$ cat config.mk
export PLATFORM = sky130hd
export DESIGN_NAME = exv_vector_select
export DESIGN_NICKNAME = d
export VERILOG_FILES = /design/src/logic/exv_pkg.sv /design/src/logic/exv_prio_pick.sv /design/src/logic/exv_vector_select.sv
export SDC_FILE = /design/constraint.sdc
export NUM_CORES = 1
export LEC_CHECK = 0
export BUFFER_PORTS_ARGS = -buffer_cell sky130_fd_sc_hd__buf_2
export CAP_MARGIN = 10
export CORE_MARGIN = 3
export CORE_UTILIZATION = 51
export DETAILED_ROUTE_END_ITERATION = 7
export HOLD_SLACK_MARGIN = 0.05
export PLACE_DENSITY = 0.79
export SLEW_MARGIN = 20
export SYNTH_ARGS = -nofsm -noshare
export SYNTH_HDL_FRONTEND = slang
export SYNTH_SLANG_ARGS = --single-unit
$ cat constraint.sdc
create_clock -name clk -period 2.7 [get_ports clk]
set_input_delay 0.27 -clock clk [delete_from_list [all_inputs] [get_ports clk]]
set_output_delay 0.27 -clock clk [all_outputs]
set_load 0.05 [all_outputs]
$ cat src/logic/exv_pkg.sv
// Package of constants and carrier types for the exception vector selector
package exv_pkg;

   ////////////////////////////////////////////////////////////////////////////
   // Exception sources, index order is the fixed priority (0 highest)
   localparam int EXV_NSRC = 12;
   localparam int EXV_IDX_W = 4;
   localparam int SRC_IFETCH = 0;
   localparam int SRC_DSI = 1;
   localparam int SRC_ALIGN = 2;
   localparam int SRC_PROG = 3;
   localparam int SRC_FPU = 4;
   localparam int SRC_SYSCALL = 5;
   localparam int SRC_TRACE = 6;
   localparam int SRC_FPA = 7;
   localparam int SRC_IMPL_LO = 8;
   localparam int SRC_IMPL_HI = 9;
   localparam int SRC_EXT = 10;
   localparam int SRC_DEC = 11;

   ////////////////////////////////////////////////////////////////////////////
   // Vector offsets
   localparam int EXV_OFF_W = 14;
   localparam logic [13:0] OFF_DSI = 14'h0300;
   localparam logic [13:0] OFF_IFETCH = 14'h0400;
   localparam logic [13:0] OFF_EXT = 14'h0500;
   localparam logic [13:0] OFF_ALIGN = 14'h0600;
   localparam logic [13:0] OFF_PROG = 14'h0700;
   localparam logic [13:0] OFF_FPU = 14'h0800;
   localparam logic [13:0] OFF_DEC = 14'h0900;
   localparam logic [13:0] OFF_IMPL_LO = 14'h0a00;
   localparam logic [13:0] OFF_RSVD_B = 14'h0b00;
   localparam logic [13:0] OFF_SYSCALL = 14'h0c00;
   localparam logic [13:0] OFF_TRACE = 14'h0d00;
   localparam logic [13:0] OFF_FPA = 14'h0e00;
   localparam logic [13:0] OFF_RSVD_LO = 14'h0e10;
   localparam logic [13:0] OFF_RSVD_HI = 14'h0fff;
   localparam logic [13:0] OFF_IMPL_HI = 14'h1000;
   localparam logic [13:0] OFF_IMPL_TOP = 14'h2fff;
   localparam logic [EXV_NSRC-1:0][13:0] EXV_OFF_TBL = {
      OFF_DEC, OFF_EXT, OFF_IMPL_HI, OFF_IMPL_LO, OFF_FPA, OFF_TRACE,
      OFF_SYSCALL, OFF_FPU, OFF_PROG, OFF_ALIGN, OFF_DSI, OFF_IFETCH};

   ////////////////////////////////////////////////////////////////////////////
   // Optional exceptions present in this build
   localparam logic ALIGN_IMPL = 1'b1;
   localparam logic TRACE_IMPL = 1'b1;
   localparam logic FPA_IMPL = 1'b1;

   ////////////////////////////////////////////////////////////////////////////
   // APB register map and reset values
   localparam int APB_AW = 12;
   localparam logic [11:0] REG_MSTATE = 12'h000;
   localparam logic [11:0] REG_BASE = 12'h004;
   localparam logic [11:0] REG_STATUS = 12'h008;
   localparam logic [11:0] REG_MASK = 12'h00c;
   localparam logic [11:0] REG_SAVED = 12'h010;
   localparam logic [11:0] REG_PEND = 12'h014;
   localparam int BASE_LSB = 14;
   localparam logic [3:0] MSTATE_RST = 4'h0;
   localparam logic [17:0] BASE_RST = 18'h00000;
   localparam logic [11:0] MASK_RST = 12'h000;

   ////////////////////////////////////////////////////////////////////////////
   // Carrier types
   typedef struct packed {
      logic branch_trace_enable;
      logic single_step_enable;
      logic float_available;
      logic external_irq_enable;
   } exv_mstate_t;

   typedef struct packed {
      logic fetch_fault;
      logic data_fault;
      logic align_fault;
      logic prog_fault;
      logic [3:0] prog_cause;
      logic fp_instr;
      logic system_call_instr;
      logic instr_done;
      logic instr_is_rfi;
      logic branch_done;
      logic fp_assist;
      logic impl_lo_req;
      logic impl_hi_req;
      logic [4:0] impl_sel;
      logic dec_msb;
   } exv_core_evt_t;

endpackage

$ cat src/logic/exv_prio_pick.sv
// Fixed priority picker: one-hot grant and index of the lowest set request
`timescale 1ns/10ps
`default_nettype none
module exv_prio_pick #(
   parameter int N = 12,
   parameter int W = 4
) (
   // Requests, bit 0 wins
   input wire logic [N-1:0] req,
   // Result
   output logic [N-1:0] grant,
   output logic [W-1:0] idx
);

   logic [N:0] lower;
   logic [W-1:0] idx_acc [N+1];

   assign lower[0] = 1'b0;
   assign idx_acc[0] = '0;

   genvar i;
   generate
      for (i = 0; i < N; i++) begin : g_ent
         assign lower[i+1] = lower[i] | req[i];
         assign grant[i] = req[i] & ~lower[i];
         assign idx_acc[i+1] = idx_acc[i] | (grant[i] ? W'(i) : '0);
      end
   endgenerate

   assign idx = idx_acc[N];

endmodule
`default_nettype wire

$ cat src/logic/exv_vector_select.sv
// Exception recognition and vector selection with APB control registers
//
// Our own choices: the APB interface to the registers and the register addresses.
`timescale 1ns/10ps
`default_nettype none
module exv_vector_select (
   // Clock and reset
   input wire logic clk,
   input wire logic rst_n,
   // APB slave
   input wire logic psel,
   input wire logic penable,
   input wire logic pwrite,
   input wire logic [11:0] paddr,
   input wire logic [31:0] pwdata,
   output logic [31:0] prdata,
   output logic pready,
   output logic pslverr,
   // Core events and external request pin
   input wire exv_pkg::exv_core_evt_t core_evt,
   input wire logic ext_irq_pin,
   // Redirect to fetch unit
   output logic exc_take,
   output logic [31:0] exc_vector,
   output logic [13:0] exc_offset,
   // Machine state and interrupt
   output var exv_pkg::exv_mstate_t machine_state_reg,
   output logic irq
);

   localparam int N = exv_pkg::EXV_NSRC;

   exv_pkg::exv_mstate_t mstate_ff;
   logic [17:0] base_ff;
   logic [N-1:0] status_ff;
   logic [N-1:0] mask_ff;
   logic [3:0] saved_state_reg_ff;
   logic [3:0] prog_cause_ff;
   logic [4:0] impl_sel_ff;
   logic [N-1:0] pend_ff;
   logic [N-1:0] nxt_pend;
   logic [N-1:0] evt;
   logic [N-1:0] cand;
   logic [N-1:0] req;
   logic [N-1:0] grant;
   logic [exv_pkg::EXV_IDX_W-1:0] pick_idx;
   logic [13:0] pick_off;
   logic take_now;
   logic ext_s1_ff;
   logic ext_s2_ff;
   logic dec_prev_ff;
   logic take_ff;
   logic [13:0] off_ff;
   logic [31:0] vec_ff;
   logic irq_ff;
   logic [31:0] prdata_ff;
   logic [31:0] rd_mux;
   logic mapped;
   logic wr_en;

   ////////////////////////////////////////////////////////////////////////////
   // External pin synchroniser
   always_ff @(posedge clk) begin
      if (!rst_n) begin
         ext_s1_ff <= 1'b0;
         ext_s2_ff <= 1'b0;
      end else begin
         ext_s1_ff <= ext_irq_pin;
         ext_s2_ff <= ext_s1_ff;
      end
   end

   always_ff @(posedge clk) begin
      if (!rst_n) begin
         dec_prev_ff <= 1'b0;
      end else begin
         dec_prev_ff <= core_evt.dec_msb;
      end
   end

   ////////////////////////////////////////////////////////////////////////////
   // Event detection
   always_comb begin
      evt = '0;
      evt[exv_pkg::SRC_IFETCH] = core_evt.fetch_fault;
      evt[exv_pkg::SRC_DSI] = core_evt.data_fault;
      // Without the option the core must finish misaligned accesses itself
      evt[exv_pkg::SRC_ALIGN] = exv_pkg::ALIGN_IMPL &
         core_evt.align_fault;
      evt[exv_pkg::SRC_PROG] = core_evt.prog_fault;
      evt[exv_pkg::SRC_FPU] = core_evt.fp_instr &
         ~mstate_ff.float_available;
      evt[exv_pkg::SRC_SYSCALL] = core_evt.system_call_instr;
      evt[exv_pkg::SRC_TRACE] = exv_pkg::TRACE_IMPL &
         ((mstate_ff.single_step_enable & core_evt.instr_done &
         ~core_evt.instr_is_rfi) |
         (mstate_ff.branch_trace_enable & core_evt.branch_done));
      evt[exv_pkg::SRC_FPA] = exv_pkg::FPA_IMPL & core_evt.fp_assist;
      evt[exv_pkg::SRC_IMPL_LO] = core_evt.impl_lo_req;
      evt[exv_pkg::SRC_IMPL_HI] = core_evt.impl_hi_req;
      evt[exv_pkg::SRC_DEC] = core_evt.dec_msb & ~dec_prev_ff;
   end

   ////////////////////////////////////////////////////////////////////////////
   // Pending state and request gating
   always_comb begin
      cand = pend_ff | evt;
      // External request is a level, never latched: it drops when the pin does
      cand[exv_pkg::SRC_EXT] = ext_s2_ff;
      req = cand;
      req[exv_pkg::SRC_EXT] = cand[exv_pkg::SRC_EXT] &
         mstate_ff.external_irq_enable;
      req[exv_pkg::SRC_DEC] = cand[exv_pkg::SRC_DEC] &
         mstate_ff.external_irq_enable;
   end

   exv_prio_pick #(
      .N(N),
      .W(exv_pkg::EXV_IDX_W)
   ) u_pick (
      .req(req),
      .grant(grant),
      .idx(pick_idx)
   );

   assign take_now = |req;

   // Losers other than the external request stay pending and compete again next cycle
   always_comb begin
      nxt_pend = cand & ~grant;
      nxt_pend[exv_pkg::SRC_EXT] = 1'b0;
   end

   always_ff @(posedge clk) begin
      if (!rst_n) begin
         pend_ff <= '0;
      end else begin
         pend_ff <= nxt_pend;
      end
   end

   always_ff @(posedge clk) begin
      if (!rst_n) begin
         prog_cause_ff <= 4'h0;
         impl_sel_ff <= 5'h00;
      end else begin
         if (evt[exv_pkg::SRC_PROG]) begin
            prog_cause_ff <= core_evt.prog_cause;
         end
         if (evt[exv_pkg::SRC_IMPL_HI]) begin
            impl_sel_ff <= core_evt.impl_sel;
         end
      end
   end

   ////////////////////////////////////////////////////////////////////////////
   // Offset and handler address
   always_comb begin
      pick_off = exv_pkg::EXV_OFF_TBL[pick_idx];
      if (grant[exv_pkg::SRC_IMPL_HI]) begin
         pick_off = exv_pkg::OFF_IMPL_HI + {1'b0,
            (evt[exv_pkg::SRC_IMPL_HI] ? core_evt.impl_sel : impl_sel_ff),
            8'h00};
      end
   end

   always_ff @(posedge clk) begin
      if (!rst_n) begin
         take_ff <= 1'b0;
         off_ff <= 14'h0000;
         vec_ff <= 32'h0000_0000;
      end else begin
         take_ff <= take_now;
         off_ff <= pick_off;
         vec_ff <= {base_ff, pick_off};
      end
   end

   always_ff @(posedge clk) begin
      if (!rst_n) begin
         saved_state_reg_ff <= 4'h0;
      end else if (grant[exv_pkg::SRC_PROG]) begin
         saved_state_reg_ff <= evt[exv_pkg::SRC_PROG] ?
            core_evt.prog_cause : prog_cause_ff;
      end
   end

   ////////////////////////////////////////////////////////////////////////////
   // APB slave, zero wait states; read data is sampled in the setup cycle
   assign wr_en = psel & penable & pwrite;
   assign mapped = (paddr == exv_pkg::REG_MSTATE) |
      (paddr == exv_pkg::REG_BASE) | (paddr == exv_pkg::REG_STATUS) |
      (paddr == exv_pkg::REG_MASK) | (paddr == exv_pkg::REG_SAVED) |
      (paddr == exv_pkg::REG_PEND);
   assign pready = 1'b1;
   assign pslverr = psel & penable & ~mapped;

   always_comb begin
      rd_mux = 32'h0000_0000;
      case (paddr)
         exv_pkg::REG_MSTATE: rd_mux = {28'h0000000, mstate_ff};
         exv_pkg::REG_BASE: rd_mux = {base_ff, 14'h0000};
         exv_pkg::REG_STATUS: rd_mux = {20'h00000, status_ff};
         exv_pkg::REG_MASK: rd_mux = {20'h00000, mask_ff};
         exv_pkg::REG_SAVED: rd_mux = {28'h0000000, saved_state_reg_ff};
         exv_pkg::REG_PEND: rd_mux = {20'h00000, pend_ff};
         default: rd_mux = 32'h0000_0000;
      endcase
   end

   always_ff @(posedge clk) begin
      if (!rst_n) begin
         prdata_ff <= 32'h0000_0000;
      end else if (psel & ~penable) begin
         prdata_ff <= rd_mux;
      end
   end

   always_ff @(posedge clk) begin
      if (!rst_n) begin
         mstate_ff <= exv_pkg::MSTATE_RST;
         base_ff <= exv_pkg::BASE_RST;
         mask_ff <= exv_pkg::MASK_RST;
      end else if (wr_en) begin
         if (paddr == exv_pkg::REG_MSTATE) begin
            mstate_ff <= pwdata[3:0];
         end
         if (paddr == exv_pkg::REG_BASE) begin
            base_ff <= pwdata[31:exv_pkg::BASE_LSB];
         end
         if (paddr == exv_pkg::REG_MASK) begin
            mask_ff <= pwdata[N-1:0];
         end
      end
   end

   ////////////////////////////////////////////////////////////////////////////
   // Interrupt status: a take in the clearing cycle survives the clear
   always_ff @(posedge clk) begin
      if (!rst_n) begin
         status_ff <= '0;
      end else if (wr_en && paddr == exv_pkg::REG_STATUS) begin
         status_ff <= (status_ff & ~pwdata[N-1:0]) | grant;
      end else begin
         status_ff <= status_ff | grant;
      end
   end

   always_ff @(posedge clk) begin
      if (!rst_n) begin
         irq_ff <= 1'b0;
      end else begin
         irq_ff <= |(status_ff & mask_ff);
      end
   end

   assign prdata = prdata_ff;
   assign exc_take = take_ff;
   assign exc_offset = off_ff;
   assign exc_vector = vec_ff;
   assign machine_state_reg = mstate_ff;
   assign irq = irq_ff;
endmodule
`default_nettype wire

# Word-level counts from Yosys, hierarchy flattened
# Memories as Yosys holds them, arrays and structs flattened.
# Index checks and enable logic that the tools add are counted.
[op_classes] n_addsub=1 n_lt_le_gt_ge=1 n_eq_ne=5 n_mux=17 bitwise=72 reduce_logical=7
[op_table] operator="$pmux 32 s6" n=1
[op_table] operator="$or 4x4->4" n=10
[op_table] operator="$and 12x12->12" n=3
[op_table] operator="$or 12x12->12" n=3
[op_table] operator="$mux 14" n=2
[op_table] operator="$eq 12x4->1 const B" n=2
[op_table] operator="$eq 12x5->1 const B" n=2
[op_table] operator="$not 12->12" n=2
[op_table] operator="$reduce_or 12->1" n=2
[op_table] operator="$and 1x1->1" n=22
[op_table] operator="$mux 4" n=5
[op_table] operator="$not 1->1" n=16
[op_table] operator="$or 1x1->1" n=16
[op_table] operator="$add 13x13->14 const A" n=1
[op_table] operator="$eq 12x3->1 const B" n=1
[op_table] operator="$logic_not 12->1" n=1
[op_table] operator="$mux 12" n=1
[op_table] operator="$mux 3" n=4
[op_table] operator="$reduce_and 2->1" n=3
[op_table] operator="$lt 4x5->1 const B" n=1
[op_table] operator="$mux 5" n=1
[op_table] operator="$mux 2" n=2
[op_table] operator="$logic_and 1x1->1" n=1
[op_table] operator="$mux 1" n=1
[word_totals] register_bits=154 mem_bits_ro=224 output_inout_bits=86 n_memories=1
[mem_list] name="(no name shown)" depth=16 width=14 read_ports=1 rd_clocked_by_memory_dff=0 wr=0 line="exv_vector_select.sv:159" rtl="pick_off = exv_pkg::EXV_OFF_TBL[pick_idx];"

# Longest topological paths before layout
# Gate-level depths: netlist (run 1).
[depth] ltp_word=21 mapped_depth=13 depth_no_buf=11

# Cells and area by module
# Synthesis (run 1) repeated with hierarchy kept, for this count alone.
[unflattened] cells_unflattened=583 hier_area_um2=5402.7
[by_module_without_submodules] mod="exv_vector_select" instances=1 cells_per_inst=547 area_per_inst_um2=5170.0 seq_area_each_um2=2582.5
[by_module_without_submodules] mod="exv_prio_pick" instances=1 cells_per_inst=36 area_per_inst_um2=232.7 seq_area_each_um2=0.0

# Worst setup path before layout (run 1)
# OpenSTA, ideal clock, no wires.
[synth_timing] path_kind="reg-to-reg" from="reg mstate_ff, in the netlist machine_state_reg[2]" to="reg off_ff[9], in the netlist exc_offset[9]" setup_time_ns=0.121 arrival_time_ns=2.622 setup_slack_ns=-0.043 stages_incl_launch_ff=13 path_buffers=1 synth_period_minus_slack_ns=2.743 path_cell_list="dfxtp_1 > nand2_1 > o211a_1 > and3_1 > buf_2 > nand2_1 > nand2_1 > or4_1 > ha_1 > inv_1 > mux2i_1 > mux2i_1 > o21ai_0"
[synth_via] elab_chain_cells=16 elab_cells_between_ends=35 classes_between="mux: 8; bitwise: 26; memory: 1"
[synth_rtl] element="start, declared" line="exv_vector_select.sv:33" rtl="exv_pkg::exv_mstate_t mstate_ff;"
[synth_rtl] element="start signal, assigned" line="exv_vector_select.sv:221" rtl="mstate_ff <= exv_pkg::MSTATE_RST;"
[synth_rtl] element="start signal, assigned" line="exv_vector_select.sv:226" rtl="mstate_ff <= pwdata[3:0];"
[synth_rtl] element="$and 1x1->1 * (2 in a row)" line="exv_vector_select.sv:95" rtl="((mstate_ff.single_step_enable & core_evt.instr_done &"
[synth_rtl] element="$or 1x1->1 *" line="exv_vector_select.sv:96" rtl="~core_evt.instr_is_rfi) |"
[synth_rtl] element="$or 12x12->12 *" line="exv_vector_select.sv:107" rtl="cand = pend_ff | evt;"
[synth_rtl] element="$or 1x1->1" line="exv_prio_pick.sv:24" rtl="assign lower[i+1] = lower[i] | req[i];"
[synth_rtl] element="$or 1x1->1 or $not 1->1 (tied branches)" line="exv_prio_pick.sv:24, exv_prio_pick.sv:25"
[synth_rtl] element="$not 1->1, or another cell as far along" line="exv_prio_pick.sv:25" rtl="assign grant[i] = req[i] & ~lower[i];"
[synth_rtl] element="$and 1x1->1, or another cell as far along" line="exv_prio_pick.sv:25"
[synth_rtl] element="$mux 4, or another cell as far along" line="exv_prio_pick.sv:26" rtl="assign idx_acc[i+1] = idx_acc[i] | (grant[i] ? W'(i) : '0);"
[synth_rtl] element="$or 4x4->4, or another cell as far along (2 in a row)" line="exv_prio_pick.sv:26"
[synth_rtl] element="$or 4x4->4 or $mux 4 (tied branches)" line="exv_prio_pick.sv:26"
[synth_rtl] element="$or 4x4->4" line="exv_prio_pick.sv:26"
[synth_rtl] element="$mem_v2 16x14"
[synth_rtl] element="$mux 14 (not written as such)" line="exv_vector_select.sv:159"
[synth_rtl] element="$mux 14 *" line="exv_vector_select.sv:160" rtl="if (grant[exv_pkg::SRC_IMPL_HI]) begin"
[synth_rtl] element="end signal, assigned" line="exv_vector_select.sv:174" rtl="off_ff <= pick_off;"
[synth_rtl] element="end, declared" line="exv_vector_select.sv:53" rtl="logic [13:0] off_ff;"
# Mark *: on every way between the ends. The rest lies on a longest branch, timed or not. The select of a mux whose other input is x is not followed.
# A chain may end at the register's enable or synchronous reset.

# Worst setup path in the final report (run 1)
[layout_timing] from="reg mstate_ff, in the netlist machine_state_reg[2]" to="reg off_ff[10], in the netlist exc_offset[10]"
# The elaborated chain is that of the path after synthesis.

==> metrics.md, run 1 <==
| Metric | Value |
|---|---|
| Fill cell count | `742` |
| Commonest cells post-synth | `128 x dfxtp_1, 93 x nand2_1, 73 x nor2_1, 50 x a21oi_1, 28 x a22oi_1` |
| Leak Pwr | `2.97 nW` |
| RSZ-0062 raised after global routing | `no` |
| Ant diodes | `0` |
| Root buf cell | `clkbuf_8` |
| Largest net degree at the start of global routing | `39` |
| Hpwl dp | `9920 um` |
| Via density | `5.47` |
| CTS tree | `yes` |
| Reg2Reg Depth | `10` |
| Hold path depth | `3` |
| Share of the synthesized area in the top cell type | `49.1%` |
| Worst path cell trace | `nand2_1 > o211a_1 > nand3_2 > nor2_1 > and3_1 > or4_1 > ha_1 > mux2i_1 > mux2i_1 > o21ai_0` |
| Finished Core Util | `70.1%` |
| Synthesized area | `5220 um^2` |
| EDFF count, synth | `0` |
| Mapped Avg Cell Area | `8.88 um^2` |
| Period utilization | `92.7%` |
| Nets@finish | `834` |
| Proportion of layout cells with a drive suffix above 1 | `25.4%` |
| Power per cell area | `680 nW/um^2` |
| CP Class | `reg -> reg` |
| Worst Hold Class | `in -> reg` |
| Max Clk Rate | `399 MHz` |
| Detailed Route Iter0 Violations | `233` |
| Slew headroom | `52.6%` |
| Min cycle time layout | `2500 ps` |
| Post-route ant nets | `0` |
| Tot Pwr | `4.70 mW` |
| Post-route setup TNS | `0 ps` |
| CP Max Fanout | `4` |
| Most frequent cell after synthesis | `dfxtp_1` |
| Die ar. | `11500 um^2` |
| Synth Warn # | `0` |
| Width of the die | `107 um` |
| Max reg flops | `30` |
| Overflow after GRT | `0` |
| Final hold violation count | `0` |
| Sink Count | `128` |
| Longest Clk Path Bufs | `2` |
| Clock Skew | `7.44 ps` |
| Synth Instances | `588` |
| Post-CTS setup buffers | `0` |
| Row count | `36` |
| Critical Path AT | `2960 ps` |
| Slowest stage delay, CP | `590 ps` |
| Synth area leaders | `dfxtp_1 49%, nand2_1 6.7%, nor2_1 5.2%` |
| WL per Instance | `16.5 um` |
| I/O Pins | `158` |
| DRT Pass-1 Iters | `5` |
| Via count | `4934` |
| GRT Total Usage | `26.4%` |
| Worst-Skew Late Latency | `520 ps` |
| Number of buffers created by CTS | `17` |
| CTS clk-pin slew, worst paths | `60 ps` |
| Most used cell, CP | `mux2i_1` |
| Final setup viols | `0` |
| Total Routed Length | `14900 um` |
| CP max stage cell | `or4_1` |
| Seq. cell area | `2560 um^2` |
| Initial Utilization | `52.9%` |
| Multi-input logic area | `2360 um^2` |
| Max-Cap Viols | `0` |
| Final Max Slew Viols | `0` |
| # port buffers | `136` |
| Most used DFF post-synth | `dfxtp_1` |
| Vias in the first global route | `4811` |
| Asr flop ratio synth | `0%` |
| Actual slew at the worst max-slew pin | `707 ps` |
| Crit path required time | `3150 ps` |
| Residual DRC | `0` |
| CTS H-tree lvls | `4` |
| Synth area leader | `dfxtp_1` |
| Die height | `107 um` |
| Initial antenna violation count | `0` |
| Unique masters post-synth | `49` |
| Peak supply drop | `0.000390 V` |
| Synth-to-layout area growth | `32.4%` |
| Core area | `9860 um^2` |
| FF+latch count, synth | `128` |
| First-pass GRT wire length | `23700 um` |
| Startpoint types | `flop` |
| CP endpoint kind | `flop` |
| Sequential cell area fraction in the yosys report | `49.1%` |
| Final Wtd Congestion | `0.879` |
| Status | `completed` |
==> path summary, 6_finish.rpt <==
kind	startpoint	to	slack, ps
worst max-delay path	machine_state_reg[2]	exc_offset[10]	200
worst min-delay path	core_evt[17]	prog_cause_ff[3]	60
worst max register to register	machine_state_reg[2]	exc_offset[10]	200
worst min register to register	ext_s1_ff	ext_s2_ff	430
==> worst max-delay path: cells and delay by family (launching register included) <==
family / cells / cell delay, ps
multiplexers: 2 / 270
flip-flops: 1 / 380
AND/OR/NAND/NOR: 5 / 1100
adder cells (fa/ha/maj): 1 / 260
AO/OA/AOI/OAI: 2 / 420
==> power breakdown <==
| part | total, mW | internal [mW] | switching, mW |
|---|---|---|---|
| combinational | 0.377 | 0.133 | 0.245 |
| sequential | 1.94 | 1.92 | 0.0199 |
| clock | 2.38 | 1.53 | 0.854 |
| total | 4.70 | 3.58 | 1.12 |
==> layout by cell type (no fill, tap or decap), types with 4 or more instances in the layout <==
cell	instances
buf_2	136
dfxtp_1	127
nand2_1	93
nor2_1	73
a21oi_1	50
dlygate4sd3_1	38
a22oi_1	28
and2_1	24
mux2i_1	21
conb_1	19
clkbuf_16	16
buf_4	14
o21ai_0	11
a211oi_1	9
nor3_1	8
nand3_1	8
and3_1	7
a221o_1	7
ha_1	6
nand2b_1	5
nor4_1	5
a31oi_1	5
inv_1	4
bufinv_16	4
==> metal layers <==
layer | track usage (%) | routed length [um] | vias up
li1 | - | - | 2325
met1 | 30.2 | 5740 | 2326
met4 | 11.7 | 403 | 0
met5 | 0 | 0 | -
met2 | 45.7 | 7410 | 247
met3 | 7.53 | 1300 | 36
==> cells by family (layout without fill, tap and decap cells) <==
family / Yosys count / in the layout / share of synthesized area (%)
and+or+nand+nor: 240 / 240 / 21.9
muxes: 22 / 22 / 4.24
other: 2 / 19 / 0.144
adders and majority gates: 6 / 6 / 1.44
DFF: 128 / 128 / 49.1
buffers and inverters: 62 / 226 / 7.17
AOI/OAI and AO/OA: 128 / 128 / 16.0
==> through the flow <==
stage | cell area, um^2 | std cells | setup WS, ps | hold WS [ps]
floorplan | 5290 | 605 | 6.62 | 384
global placement | 5900 | 832 | 264 | 419
detailed placement | 5900 | 832 | 220 | 420
CTS | 6900 | 902 | 184 | 51.7
global route | 6910 | 902 | 66.6 | 74.8
finish | 6910 | 902 | 196 | 62.9
==> area by class of cell <==
| type | count | share of cell area, % |
|---|---|---|
| well taps | 133 | 2.41 |
| flip-flops and latches | 128 | 37.1 |
| clock buffers | 19 | 6.25 |
| inverters | 5 | 0.272 |
| repair buffers | 189 | 17.2 |
| multi-input cells | 415 | 34.1 |
| clock inverters | 13 | 2.68 |
==> timing repair <==
action / in CTS / in global routing
gates resized for setup: 0 / 2
hold buffers: 38 / 0
endpoints found under the setup margin: 0 / 1
hold endpoints to repair: 41 / 0
Note: power is estimated with default switching activity, not from simulation.
==> run 2, diff against run 1 <==
CORE_UTILIZATION = 25   (was 51)
PLACE_DENSITY = unset   (was 0.79)
SKIP_CTS_REPAIR_TIMING = 1   (was unset)
SYNTH_HIERARCHICAL = 1   (was unset)
==> metrics.md, run 2 <==
| Metric | Value |
|---|---|
| Min cycle time layout | `2520 ps` |
| Sink Count | `129` |
| CP Class | `reg -> reg` |
| Final setup viols | `0` |
| CP max stage cell | `or2_2` |
| Post-route ant nets | `0` |
| Initial antenna violation count | `0` |
| CTS H-tree lvls | `4` |
| R2r setup slk | `180 ps` |
| Max-Cap Viols | `0` |
| Leak Pwr | `3.36 nW` |
| FF+latch count, synth | `129` |
| Peak supply drop | `0.000485 V` |
| DRT Pass-1 Iters | `4` |
| Max Clk Rate | `397 MHz` |
| Synthesized area | `5400 um^2` |
| Final hold violation count | `0` |
| Worst-Skew Late Latency | `420 ps` |
| Max reg flops | `30` |
| Placed Area | `6310 um^2` |
| Row count | `53` |
| Nets@finish | `798` |
| Leading cell type in the layout, fill and taps excluded | `buf_2` |
| EDFF count, synth | `0` |
| Critical Path AT | `2810 ps` |
| Crit path required time | `2990 ps` |
| Mapped Avg Cell Area | `9.27 um^2` |
| Place WS | `108 ps` |
| Synth-to-layout area growth | `30.3%` |
| Power per cell area | `708 nW/um^2` |
| Detailed Route Iter0 Violations | `240` |
| Core area | `21200 um^2` |
| # port buffers | `136` |
| Commonest cells post-synth | `129 x dfxtp_1, 82 x nand2_1, 51 x mux2i_1, 49 x inv_1, 33 x nor2_1` |
| Share of the synthesized area in the top cell type | `47.8%` |
| Synth Warn # | `6` |
| Proportion of layout cells with a drive suffix above 1 | `30.2%` |
| Final Max Slew Viols | `0` |
| Startpoint types | `flop` |
| I/O Pins | `158` |
| Overflow after GRT | `0` |
| CP Max Fanout | `4` |
| Via count | `4471` |
| Hold Worst Slack | `66.8 ps` |
| First-pass GRT wire length | `23400 um` |
| CTS tree | `yes` |
| Most frequent cell after synthesis | `dfxtp_1` |
| Worst path cell trace | `a221oi_2 > inv_1 > or2_2 > a211oi_2 > o32ai_2 > inv_1 > ha_1 > nor2b_1 > a211oi_1 > a211oi_1 > a211oi_1` |
| Root buf cell | `clkbuf_16` |
| Width of the die | `153 um` |
| Period utilization | `93.4%` |
| Initial Utilization | `25.5%` |
| CTS clk-pin slew, worst paths | `60 ps` |
| Tot Pwr | `4.98 mW` |
| Residual DRC | `0` |
| Die height | `153 um` |
| Slew headroom | `66.6%` |
| WL per Instance | `15.0 um` |
| Vias in the first global route | `4167` |
| Slowest stage delay, CP | `340 ps` |
| Most frequent cells in the layout | `136 x buf_2, 128 x dfxtp_1, 82 x nand2_1` |
| Total Routed Length | `15200 um` |
| Actual slew at the worst max-slew pin | `497 ps` |
| Synth area leader | `dfxtp_1` |
| Most used cell, CP | `a211oi_1` |
| Longest Clk Path Bufs | `2` |
| Synth Instances | `583` |
| Final Cell Area | `7040 um^2` |
| Ant diodes | `0` |
| Clock Skew | `7.70 ps` |
| Asr flop ratio synth | `0%` |
| Via density | `4.43` |
| Sequential cell area fraction in the yosys report | `47.8%` |
| CP endpoint kind | `flop` |
| Most used DFF post-synth | `dfxtp_1` |
| Worst Hold Class | `in -> reg` |
| Number of buffers created by CTS | `17` |
| Unique masters post-synth | `47` |
| Synth area leaders | `dfxtp_1 48%, mux2i_1 9.4%, nand2_1 5.7%` |
| Hpwl dp | `10800 um` |
| Fill cell count | `2202` |
| Fin worst setup slack | `179 ps` |
| Final Wtd Congestion | `0.772` |
| Die ar. | `23400 um^2` |
| GRT Total Usage | `12.7%` |
| Final non-filler cell total | `1009` |
| Inst Count DP | `975` |
| Largest net degree at the start of global routing | `45` |
| Status | `completed` |
==> run 2: changes by cell type in the layout (fill, tap and decap cells not counted), sizes merged, moves of 18 or more <==
cell / change
a21oi: -43
inv: +42
nor2: -40
dlygate4sd3: -38
mux2i: +30
and2: -19
o21ai: +19
a22o: +18
a22oi: -18
==> run 2: worst max-delay path, delay by kind of cell, from the launching register on <==
| family | cells | cell delay, ps |
|---|---|---|
| flip-flops | 1 | 320 |
| adder cells (fa/ha/maj) | 1 | 170 |
| buffers and inverters | 2 | 290 |
| AND/OR/NAND/NOR | 2 | 480 |
| AO/OA/AOI/OAI | 6 | 1130 |
==> run 2: metal layers <==
layer  track usage, %  wire [um]  up-vias
li1                 -          -     2244
met3             3.91        896       12
met1             17.9       7390     2067
met4             3.78        167        0
met2             18.8       6720      148
met5                0          0        -
==> run 2: worst paths after layout <==
check | from | end | cells past startpoint
hold reg to reg | ext_s1_ff | ext_s2_ff | 1
setup / recovery | machine_state_reg[3] | exc_offset[10] | 11
setup reg to reg | machine_state_reg[3] | exc_offset[10] | 11
hold / removal | pwdata[10] | status_ff[10] | 2
==> run 2: area by class of cell <==
class                           instances  area [um^2]  share of cell area [%]
Sequential cell                       129         2580                    36.7
Timing Repair Buffer                  161          868                    12.3
Clock buffer                           19          453                    6.43
Inverter                               49          184                    2.61
Tap cell                              275          344                    4.89
Multi-Input combinational cell        363         2370                    33.7
Clock inverter                         13          233                    3.31
==> run 2: kinds of logic (layout without fill, tap and decap cells) <==
family	after synthesis	after routing	share of synthesized area, %
fa+ha+maj	5	5	1.16
mux	62	62	11.7
simple gates	176	176	15.8
other cells	2	19	0.139
compound gates	101	101	13.2
buf+inv	108	242	10.1
flops	129	129	47.8
==> run 2: per-stage QoR <==
step                      util, %  TNS (ps)
after floorplan                 -         0
after global placement       29.8         0
after detailed placement     29.8         0
after CTS                    33.1         0
after global routing         33.3     -34.3
final                        33.3         0
==> run 2: power by group <==
group	total, mW	internal [mW]	switching (mW)
Combinational	0.378	0.116	0.262
Sequential	1.95	1.94	0.0174
Clock	2.65	1.78	0.869
==> run 3, diff against run 2 <==
CORE_MARGIN = unset   (was 3)
CORE_UTILIZATION = 30   (was 25)
==> metrics.md, run 3 (same netlist as run 2, synthesis figures left out) <==
| Metric | Value |
|---|---|
| Peak supply drop | `0.000437 V` |
| Number of buffers created by CTS | `17` |
| Hpwl dp | `10500 um` |
| Final setup viols | `0` |
| Place WS | `130 ps` |
| Proportion of layout cells with a drive suffix above 1 | `29.3%` |
| CP max stage cell | `a221oi_2` |
| Longest Clk Path Bufs | `2` |
| Nets@finish | `798` |
| Crit path launch | `machine_state_reg[3]` |
| GRT Total Usage | `15.7%` |
| Die height | `136 um` |
| CTS H-tree lvls | `4` |
| Detailed Route Iter0 Violations | `309` |
| Worst path cell trace | `a221oi_2 > inv_1 > or2_2 > a211oi_1 > o32ai_1 > buf_4 > ha_1 > mux2i_1 > nor2_1 > a211oi_1 > a211oi_1` |
| Crit. path cell count | `11` |
| Power per cell area | `703 nW/um^2` |
| Crit path buf inv count | `2` |
| Critical Path AT | `2790 ps` |
| Final Cell Area | `6920 um^2` |
| Reg2Reg Depth | `11` |
| Overflow after GRT | `0` |
| CP Class | `reg -> reg` |
| CP endpoint kind | `flop` |
| Post-route ant nets | `0` |
| Combinational share of power | `7.7%` |
| Switching power | `1.16 mW` |
| CP Max Fanout | `4` |
| Vias in the first global route | `4079` |
| Initial antenna violation count | `0` |
| CTS tree | `yes` |
| Critical Path Sink | `exc_offset[8]` |
| Final hold violation count | `0` |
| Hold Worst Slack | `71.0 ps` |
| Min cycle time layout | `2500 ps` |
| Sequential Power Share | `40.1%` |
| Clock share of power | `52.2%` |
| R2r setup slk | `200 ps` |
| Final Max Slew Viols | `0` |
| RSZ-0062 raised after global routing | `no` |
| Leak Pwr | `3.34 nW` |
| Critical path's top delay family | `compound AO/OA/AOI/OAI gates` |
| CTS clk-pin slew, worst paths | `60 ps` |
| DRT Pass-1 Iters | `7` |
| Actual slew at the worst max-slew pin | `697 ps` |
| Sink Count | `129` |
| Row count | `48` |
| Leading cell type in the layout, fill and taps excluded | `buf_2` |
| Inst Count DP | `924` |
| Tot Pwr | `4.87 mW` |
| Crit path required time | `2990 ps` |
| Placed Area | `6240 um^2` |
| R2r startpoint | `machine_state_reg[3]` |
| Max reg flops | `30` |
| Most used cell, CP | `a211oi_1` |
| Worst Hold Class | `in -> reg` |
| Post-route setup TNS | `0 ps` |
| Width of the die | `136 um` |
| Synth-to-layout area growth | `28.1%` |
| Internal | `3.71 mW` |
| Root buf cell | `clkbuf_16` |
| WL per Instance | `14.9 um` |
| Switching share of power | `23.8%` |
| Max Clk Rate | `400 MHz` |
| # port buffers | `136` |
| Max-Cap Viols | `0` |
| Total Routed Length | `14300 um` |
| Final Wtd Congestion | `0.832` |
| Fin worst setup slack | `199 ps` |
| Clock Skew | `13.3 ps` |
| First-pass GRT wire length | `21800 um` |
| Initial Utilization | `31.0%` |
| Via count | `4455` |
| Final non-filler cell total | `959` |
| Die ar. | `18500 um^2` |
| I/O Pins | `158` |
| Via density | `4.65` |
| Ant diodes | `0` |
| Finished Core Util | `39.7%` |
| Core area | `17400 um^2` |
| Largest net degree at the start of global routing | `71` |
| Startpoint types | `flop` |
| Slew headroom | `53.5%` |
| Residual DRC | `0` |
| Period utilization | `92.6%` |
| Slowest stage delay, CP | `350 ps` |
| Status | `completed` |
| Worst-Skew Late Latency | `420 ps` |
| Worst R2R End | `exc_offset[8]` |
| Most frequent cells in the layout | `136 x buf_2, 128 x dfxtp_1, 82 x nand2_1` |
==> run 3: how the worst min path moves through the flow <==
stage	end	from	depth (start not counted)	slack [ps]
CTS	ext_s1_ff	ext_irq_pin	2	40
global placement	prdata[7]	prdata[7]	2	430
floorplan	dec_prev_ff	core_evt[0]	1	390
detailed placement	ext_s2_ff	ext_s1_ff	1	430
global route	status_ff[1]	pwdata[1]	2	60
finish	status_ff[1]	pwdata[1]	2	70
==> run 3: final cells by class <==
type | count | area (um^2)
Clock buffer | 22 | 484
Sequential cell | 129 | 2580
Inverter | 49 | 184
Tap cell | 225 | 282
Clock inverter | 10 | 171
Multi-Input combinational cell | 363 | 2350
Fill cell | 1772 | 10500
Timing Repair Buffer | 161 | 871
==> run 3: power by group through the flow <==
stage	registers, mW	clock network (mW)	logic [mW]
after floorplan	2.00	0	0.258
after global placement	1.99	0	0.370
after detailed placement	1.99	0	0.371
after CTS	1.95	2.60	0.372
after global routing	1.95	2.68	0.408
final	1.95	2.54	0.373
==> run 3: per-layer routing <==
layer / vias to the layer above / track usage [%] / part of all wire [%]
li1: 2230 / - / -
met3: 14 / 4.03 / 7.0
met4: 0 / 5.56 / 1.1
met5: - / 0 / 0
met1: 2038 / 20.7 / 47
met2: 173 / 24.8 / 45
==> run 3: worst reg2reg max path: cells and delay by family, from the launching register on <==
kind | cells | cell delay, ps
DFF | 1 | 340
and+or+nand+nor | 2 | 370
AOI/OAI and AO/OA | 5 | 1020
buffers and inverters | 2 | 310
adders and majority gates | 1 | 180
muxes | 1 | 130
